### src/agac_pkg.sv
// package: constants and carrier types for the converter gain and accumulate configuration
package agac_pkg;
    localparam logic [7:0] AGAC_CFG_ADDR = 8'hBC;
    localparam logic [7:0] AGAC_RESH_ADDR = 8'hBE;
    localparam logic [7:0] AGAC_RESL_ADDR = 8'hBD;
    localparam logic [7:0] AGAC_GNH_IADDR = 8'h04;
    localparam logic [7:0] AGAC_GNL_IADDR = 8'h07;
    localparam logic [7:0] AGAC_GNA_IADDR = 8'h08;
    localparam logic [7:0] AGAC_CFG_RESET = 8'hF8;
    localparam logic [7:0] AGAC_GNH_RESET = 8'hFC;
    localparam logic [3:0] AGAC_GNL_RESET = 4'h0;
    localparam logic AGAC_GNA_RESET = 1'b1;
    localparam int AGAC_DIV_MSB = 7;
    localparam int AGAC_DIV_LSB = 3;
    localparam int AGAC_RPT_MSB = 2;
    localparam int AGAC_RPT_LSB = 1;
    localparam int AGAC_GEN_BIT = 0;
    localparam int AGAC_GNL_MSB = 7;
    localparam int AGAC_GNL_LSB = 4;
    localparam int AGAC_GNA_BIT = 0;
    // multi-shot source limit, in MHz
    localparam int AGAC_MS_CLK_MAX_MHZ = 30;

    typedef struct packed {
        logic wr;
        logic rd;
        logic [7:0] addr;
        logic [7:0] wdata;
    } agac_sfr_req_t;

    typedef struct packed {
        logic start;
        logic done;
        logic win;
        logic [11:0] code;
    } agac_core_t;

    // effective gain with 13 bits below the point: gain_code*2 + add*128 over 8192
    typedef struct packed {
        logic [11:0] gain_code;
        logic gain_add;
    } agac_gain_t;

    typedef enum logic [2:0] {
        AGAC_IDLE = 3'b001,
        AGAC_CONV = 3'b010,
        AGAC_WAIT = 3'b100
    } agac_state_t;

    function automatic logic [4:0] agac_rpt_count(input logic [1:0] f);
        case (f)
            2'b00: agac_rpt_count = 5'h01;
            2'b01: agac_rpt_count = 5'h04;
            2'b10: agac_rpt_count = 5'h08;
            default: agac_rpt_count = 5'h10;
        endcase
    endfunction : agac_rpt_count
endpackage : agac_pkg

### src/agac_clkdiv.sv
// sar clock divider producing a one-cycle tick per sar period
`timescale 1ns/1ps
module agac_clkdiv (
    input wire logic i_clk_sys,
    input wire logic i_reset,
    input wire logic i_ce,
    input wire logic i_run,
    input wire logic [4:0] i_div,
    output logic o_tick
);
    logic [4:0] cnt_q;
    logic [4:0] cnt_d;
    logic tick_q;
    logic tick_d;

    always_comb begin
        cnt_d = cnt_q;
        tick_d = 1'b0;
        if (!i_run) begin
            cnt_d = 5'h00;
        end else if (cnt_q >= i_div) begin
            cnt_d = 5'h00;
            tick_d = 1'b1;
        end else begin
            cnt_d = cnt_q + 5'h01;
        end
    end

    always_ff @(posedge i_clk_sys) begin
        if (i_reset) begin
            cnt_q <= 5'h00;
            tick_q <= 1'b0;
        end else if (i_ce) begin
            cnt_q <= cnt_d;
            tick_q <= tick_d;
        end
    end

    assign o_tick = tick_q;
endmodule : agac_clkdiv

### src/agac_top.sv
// gain programming, sar clock selection and repeat accumulation control
`timescale 1ns/1ps
module agac_top (
    input wire logic i_clk_sys,
    input wire logic i_reset,
    input wire logic i_ce,
    input wire logic i_ms_clk,
    input wire agac_pkg::agac_sfr_req_t i_sfr,
    input wire logic i_multi_shot_mode,
    input wire logic i_convert_start,
    input wire agac_pkg::agac_core_t i_core,
    output logic [7:0] o_rdata,
    output logic o_sar_clock,
    output logic o_core_start,
    output logic o_conversion_done_event,
    output logic o_window_compare_event,
    output agac_pkg::agac_gain_t o_gain
);
    import agac_pkg::*;

    logic [7:0] cfg_q, cfg_d;
    logic [7:0] iaddr_q, iaddr_d;
    logic [7:0] gnh_q, gnh_d;
    logic [3:0] gnl_q, gnl_d;
    logic gna_q, gna_d;
    logic [15:0] acc_q, acc_d;
    logic [4:0] left_q, left_d;
    logic win_q, win_d;
    agac_state_t st_q, st_d;
    logic start_q, start_d;
    logic done_q, done_d;
    logic wev_q, wev_d;
    logic [7:0] rdata_q, rdata_d;
    logic ms_s1_q, ms_s2_q, ms_s3_q;
    logic mc_s1_q, mc_s2_q, mc_s3_q;
    logic cs_s1_q, cs_s2_q, cs_s3_q;
    logic sar_q, sar_d;
    logic tick;
    logic gen;
    logic [4:0] div;
    logic cs_rise;
    logic mc_rise;
    logic div_ce;

    assign gen = cfg_q[AGAC_GEN_BIT];
    assign div = cfg_q[AGAC_DIV_MSB:AGAC_DIV_LSB];
    assign cs_rise = cs_s2_q & ~cs_s3_q;
    assign mc_rise = mc_s2_q & ~mc_s3_q;
    // multi-shot source steps the divider only on its own rising edges
    assign div_ce = i_ce & (~ms_s2_q | mc_rise);

    // divider on the selected source; restarts at a switch back to the system clock so the first period is whole, not at a switch to the multi-shot source
    agac_clkdiv u_div (
        .i_clk_sys(i_clk_sys),
        .i_reset(i_reset),
        .i_ce(div_ce),
        .i_run(~(ms_s2_q ^ ms_s3_q)),
        .i_div(div),
        .o_tick(tick)
    );

    // register file and indirect gain access
    always_comb begin
        cfg_d = cfg_q;
        iaddr_d = iaddr_q;
        gnh_d = gnh_q;
        gnl_d = gnl_q;
        gna_d = gna_q;
        rdata_d = rdata_q;
        if (i_sfr.wr) begin
            if (i_sfr.addr == AGAC_CFG_ADDR) begin
                cfg_d = i_sfr.wdata;
            end else if (i_sfr.addr == AGAC_RESH_ADDR && gen) begin
                iaddr_d = i_sfr.wdata;
            end else if (i_sfr.addr == AGAC_RESL_ADDR && gen) begin
                if (iaddr_q == AGAC_GNH_IADDR) begin
                    gnh_d = i_sfr.wdata;
                end else if (iaddr_q == AGAC_GNL_IADDR) begin
                    gnl_d = i_sfr.wdata[AGAC_GNL_MSB:AGAC_GNL_LSB];
                end else if (iaddr_q == AGAC_GNA_IADDR) begin
                    gna_d = i_sfr.wdata[AGAC_GNA_BIT];
                end
            end
        end
        // gain registers never read back; result reads return the sum
        if (i_sfr.rd) begin
            if (i_sfr.addr == AGAC_CFG_ADDR) begin
                rdata_d = cfg_q;
            end else if (i_sfr.addr == AGAC_RESH_ADDR) begin
                rdata_d = acc_q[15:8];
            end else if (i_sfr.addr == AGAC_RESL_ADDR) begin
                rdata_d = acc_q[7:0];
            end else begin
                rdata_d = 8'h00;
            end
        end
    end

    // accumulation sequencer
    always_comb begin
        st_d = st_q;
        acc_d = acc_q;
        left_d = left_q;
        win_d = win_q;
        start_d = 1'b0;
        done_d = 1'b0;
        wev_d = 1'b0;
        case (st_q)
            AGAC_IDLE: begin
                if (cs_rise && !gen) begin
                    acc_d = 16'h0000;
                    win_d = 1'b0;
                    left_d = agac_rpt_count(cfg_q[AGAC_RPT_MSB:AGAC_RPT_LSB]);
                    start_d = 1'b1;
                    st_d = AGAC_CONV;
                end
            end
            AGAC_CONV: begin
                if (i_core.done) begin
                    acc_d = acc_q + {4'h0, i_core.code};
                    win_d = win_q | i_core.win;
                    left_d = left_q - 5'h01;
                    if (left_q == 5'h01) begin
                        done_d = 1'b1;
                        wev_d = win_q | i_core.win;
                        st_d = AGAC_IDLE;
                    end else if (ms_s2_q) begin
                        start_d = 1'b1;
                    end else begin
                        st_d = AGAC_WAIT;
                    end
                end
            end
            AGAC_WAIT: begin
                if (ms_s2_q || cs_rise) begin
                    start_d = 1'b1;
                    st_d = AGAC_CONV;
                end
            end
            default: st_d = AGAC_IDLE;
        endcase
    end

    // pulse clock: one source period high every div+1
    // limitation: a zero field gives a steady high, no flop runs at the source rate
    always_comb begin
        sar_d = tick;
    end

    always_ff @(posedge i_clk_sys) begin
        if (i_reset) begin
            cfg_q <= AGAC_CFG_RESET;
            iaddr_q <= 8'h00;
            gnh_q <= AGAC_GNH_RESET;
            gnl_q <= AGAC_GNL_RESET;
            gna_q <= AGAC_GNA_RESET;
            rdata_q <= 8'h00;
            st_q <= AGAC_IDLE;
            acc_q <= 16'h0000;
            left_q <= 5'h00;
            win_q <= 1'b0;
            start_q <= 1'b0;
            done_q <= 1'b0;
            wev_q <= 1'b0;
            ms_s1_q <= 1'b0;
            ms_s2_q <= 1'b0;
            ms_s3_q <= 1'b0;
            mc_s1_q <= 1'b0;
            mc_s2_q <= 1'b0;
            mc_s3_q <= 1'b0;
            cs_s1_q <= 1'b0;
            cs_s2_q <= 1'b0;
            cs_s3_q <= 1'b0;
            sar_q <= 1'b0;
        end else if (i_ce) begin
            cfg_q <= cfg_d;
            iaddr_q <= iaddr_d;
            gnh_q <= gnh_d;
            gnl_q <= gnl_d;
            gna_q <= gna_d;
            rdata_q <= rdata_d;
            st_q <= st_d;
            acc_q <= acc_d;
            left_q <= left_d;
            win_q <= win_d;
            start_q <= start_d;
            done_q <= done_d;
            wev_q <= wev_d;
            // mode and multi-shot clock come from outside: two stages first
            ms_s1_q <= i_multi_shot_mode;
            ms_s2_q <= ms_s1_q;
            ms_s3_q <= ms_s2_q;
            mc_s1_q <= i_ms_clk;
            mc_s2_q <= mc_s1_q;
            mc_s3_q <= mc_s2_q;
            cs_s1_q <= i_convert_start;
            cs_s2_q <= cs_s1_q;
            cs_s3_q <= cs_s2_q;
            sar_q <= sar_d;
        end
    end

    assign o_rdata = rdata_q;
    assign o_sar_clock = sar_q;
    assign o_core_start = start_q;
    assign o_conversion_done_event = done_q;
    assign o_window_compare_event = wev_q;
    // gain code and add flag to the core
    assign o_gain = '{gain_code: {gnh_q, gnl_q}, gain_add: gna_q};
endmodule : agac_top
### config.mk
export PLATFORM = sky130hd
export DESIGN_NAME = agac_top
export DESIGN_NICKNAME = d
export VERILOG_FILES = /design/src/agac_pkg.sv /design/src/agac_clkdiv.sv /design/src/agac_top.sv
export SDC_FILE = /design/constraint.sdc
export NUM_CORES = 1
export LEC_CHECK = 0
export BUFFER_PORTS_ARGS = -buffer_cell sky130_fd_sc_hd__clkbuf_2
export CORE_UTILIZATION = 45
export CTS_BUF_LIST = sky130_fd_sc_hd__clkbuf_4 sky130_fd_sc_hd__clkbuf_8
export CTS_CLUSTER_DIAMETER = 30
export DETAILED_ROUTE_END_ITERATION = 8
export PLACE_DENSITY = 0.7
export SLEW_MARGIN = 20
export SYNTH_ARGS = -nofsm -noshare
export SYNTH_HDL_FRONTEND = slang
export SYNTH_SLANG_ARGS = --single-unit
### constraint.sdc
create_clock -name i_clk_sys -period 6.1 [get_ports i_clk_sys]
set_clock_uncertainty 0.2 [all_clocks]
set_input_delay 0.61 -clock i_clk_sys [delete_from_list [all_inputs] [get_ports i_clk_sys]]
set_output_delay 0.61 -clock i_clk_sys [all_outputs]
set_load 0.01 [all_outputs]
==> impl_metrics.csv <==
group,metric,value,unit
logic_synthesis,synthFlopType,"dfxtp_1",
logic_synthesis,synth_seq_cells,81,
timing,setup_viol,0,
worst_setup_path,worstSetupPathType,"in -> reg",
pwr,ir_drop,148,uV
clock_network,htree_levels,3,
floorplan,pin_count,64,
worst_setup_path,r2r_end,"acc_q[14]",
routing,drcViolationCount,0,
place,dpl-instance-area,0.00465,mm^2
logic_synthesis,synth_cells,482,
floorplan,die_w,99.6,um
clock_network,clk_latency,0.36,ns
logic_synthesis,yosysTopAreaCell,"dfxtp_1",
pwr,p_leak,0.00204,uW
routing,via_per_inst,5.51,
final_layout,final_nets,596,
routing,num_vias,3693,
clock_network,ctsHoldBuffers,0,
timing,max_freq,370,MHz
worst_hold_path,hold_depth,2,
clock_network,numCtsBuffers,9,
logic_synthesis,yosysUniqueCellTypes,67,
global_routing,gr-total-overflow,0,
worst_hold_path,min_from,"o_window_compare_event",
logic_synthesis,synth_nets,542,
routing,drt_iter0_markers,195,
timing,fin_setup_tns,0,ns
flow_run,maxCapViolations,0,
global_routing,antenna_found_initial,0,
logic_synthesis,yosysTopAreaCellShare,37.8,%
floorplan,fp-row-count,35,
worst_hold_path,worstHoldPathType,"reg -> reg",
place,place_ws,3.03,ns
timing,rsz0062_at_grt,"false",
worst_setup_path,reg2reg_from,"acc_q[0]",
final_layout,area_growth,13.2,%
timing,drv_slew,0,
run_status,status,"finished clean",
worst_setup_path,setup.worst_path.end_class,"register",
clock_network,post_cts_buffers,0,
worst_setup_path,critical_path_arrival,2.76,ns
floorplan,die_h,99.6,um
worst_setup_path,cp_max_fo,11,
timing,hold_viol,0,
clock_network,cts_max_path_buffers,2,
final_layout,fin_area,0.00485,mm^2
timing,finalCritPeriodShare,44.3,%
worst_setup_path,cp-start-kind,"input pin",
final_layout,drive_gt1_share,18.9,%
global_routing,grt_max_degree,76,
logic_synthesis,synth_area,0.00429,mm^2
global_routing,grt_pass1_wl,16400,um
routing,wire_per_inst,14.9,um
logic_synthesis,ys_warn_count,0,
place,gp_congestion,0.862,
global_routing,grtUsageTotal,21.0,%
logic_synthesis,synth.area.top_cells,"dfxtp_1 38%, mux2i_1 8.4%, nor2_1 6.0%",
logic_synthesis,synth-async-reset-ratio,0,%
worst_setup_path,critPathRequiredTime,6.15,ns
routing,drt-pass1-iter-count,5,
worst_hold_path,hold_end,"o_window_compare_event",
worst_setup_path,reg2regPathDepth,9,
routing,drt-total-wl,10000,um
logic_synthesis,yosysSeqAreaShare,37.8,%
timing,relSlewSlack,48.1,%
clock_network,cts_tree,"built",
clock_network,cts_resized,0,
clock_network,cts_root_buf,"clkbuf_8",
logic_synthesis,syn_area_per_cell,8.89,um^2
timing,final.setup.worst_slack,3.40,ns
timing,fin_crit,2.70,ns
floorplan,initial_core_util,46.4,%
logic_synthesis,synth_edf_count,0,
place,hpwl,7260,um
clock_network,cts.sinks,81,
place,portBuffers,62,
global_routing,grt_pass1_vias,3421,
logic_synthesis,synthTopCellsByCount,"81 x dfxtp_1, 68 x nor2_1, 36 x mux2i_1",
routing,drtAntennaViolNets,0,
floorplan,core_area,0.00924,mm^2
logic_synthesis,synth.most_common_cell,"dfxtp_1",
clock_network,clk_pin_slew,0.09,ns
floorplan,die-area,0.00992,mm^2
timing,worst_pin_slew,0.778,ns
final_layout,antennaDiodeCount,0,
timing,hold_ws,0.268,ns
worst_setup_path,reg2reg_slack,3.69,ns
pwr,power.density,211,mW/mm^2
placed cells by master, fill, tap and decap left out, types with 4 or more instances in the layout:
cell       n
nor3_1     6
a22oi_1   12
a21o_1     4
xnor2_1    6
a21oi_1   27
nor2_1    68
ha_1      20
a211o_1   11
a211oi_1   4
or2_2      4
o21ai_0   24
mux2i_1   36
clkbuf_8   9
nand2b_1   6
inv_1     17
clkbuf_2  62
nand3_1   12
nand2_1   33
and3_1     7
dfxtp_1   81
xor2_1     6
a31oi_1    5
nor2b_1   12
how the worst max path moves through the flow:
stage | startpoint | endpoint | cells after the start
6_report | i_sfr[9] | gnh_q[4] | 6
5_1_grt | i_sfr[9] | gnh_q[3] | 6
4_1_cts | i_sfr[9] | gnh_q[4] | 6
3_5_place_dp | i_sfr[9] | gnh_q[4] | 6
3_3_place_gp | i_sfr[9] | gnh_q[4] | 6
2_1_floorplan | i_core[0] | acc_q[14] | 9
report_power, final:
group          switching (uW)  total, uW  internal (uW)
logic                    50.4       82.9           32.5
clock network             206        401            195
registers                6.69        540            534
through the flow:
stage                     utilization [%]  cells  power, uW
after CTS                            52.5    670       1030
after global routing                 52.5    670       1060
after floorplan                         -    482        607
after global placement               50.3    654        632
final                                52.5    670       1020
after detailed placement             50.3    654        635
layout make-up:
type / count / area (um^2)
well taps: 129 / 161
clock buffers: 10 / 131
multi-input cells: 363 / 2480
clock inverters: 6 / 67.6
flip-flops and latches: 81 / 1620
repair buffers: 64 / 325
fillers: 875 / 4390
inverters: 17 / 63.8
layer usage:
layer	wire length, um	global-route usage, %	vias up
met4	234	8.71	0
met2	4570	34.7	108
met1	4700	26.8	1725
met3	485	4.22	19
li1	-	-	1841
met5	0	0	-
critical path, stage by stage:
cell      delay (ns)
clkbuf_2        0.23
nor2b_1         0.58
nand2_1         0.27
nor4_4          0.48
nand2_2         0.23
a211o_1         0.34
logic make-up after synthesis:
family / count (synthesis) / synth area share [%]
DFF: 81 / 37.8
muxes: 36 / 8.41
xor gates and xnor gates: 12 / 2.45
AOI/OAI and AO/OA: 117 / 18.5
buffers and inverters: 38 / 4.29
adders and majority gates: 21 / 6.31
and+or+nand+nor: 177 / 22.2
sequential cells by signal, indices dropped and copies added, names as in the netlist, 3 cells and up:
signal and count:
iaddr_q 8, gnh_q 8, o_rdata 8, cfg_q 8
u_div.cnt_q 5, acc_q 16, gnl_q 4, left_q 5
st_q 3
Power figures use the tool's default switching activity.
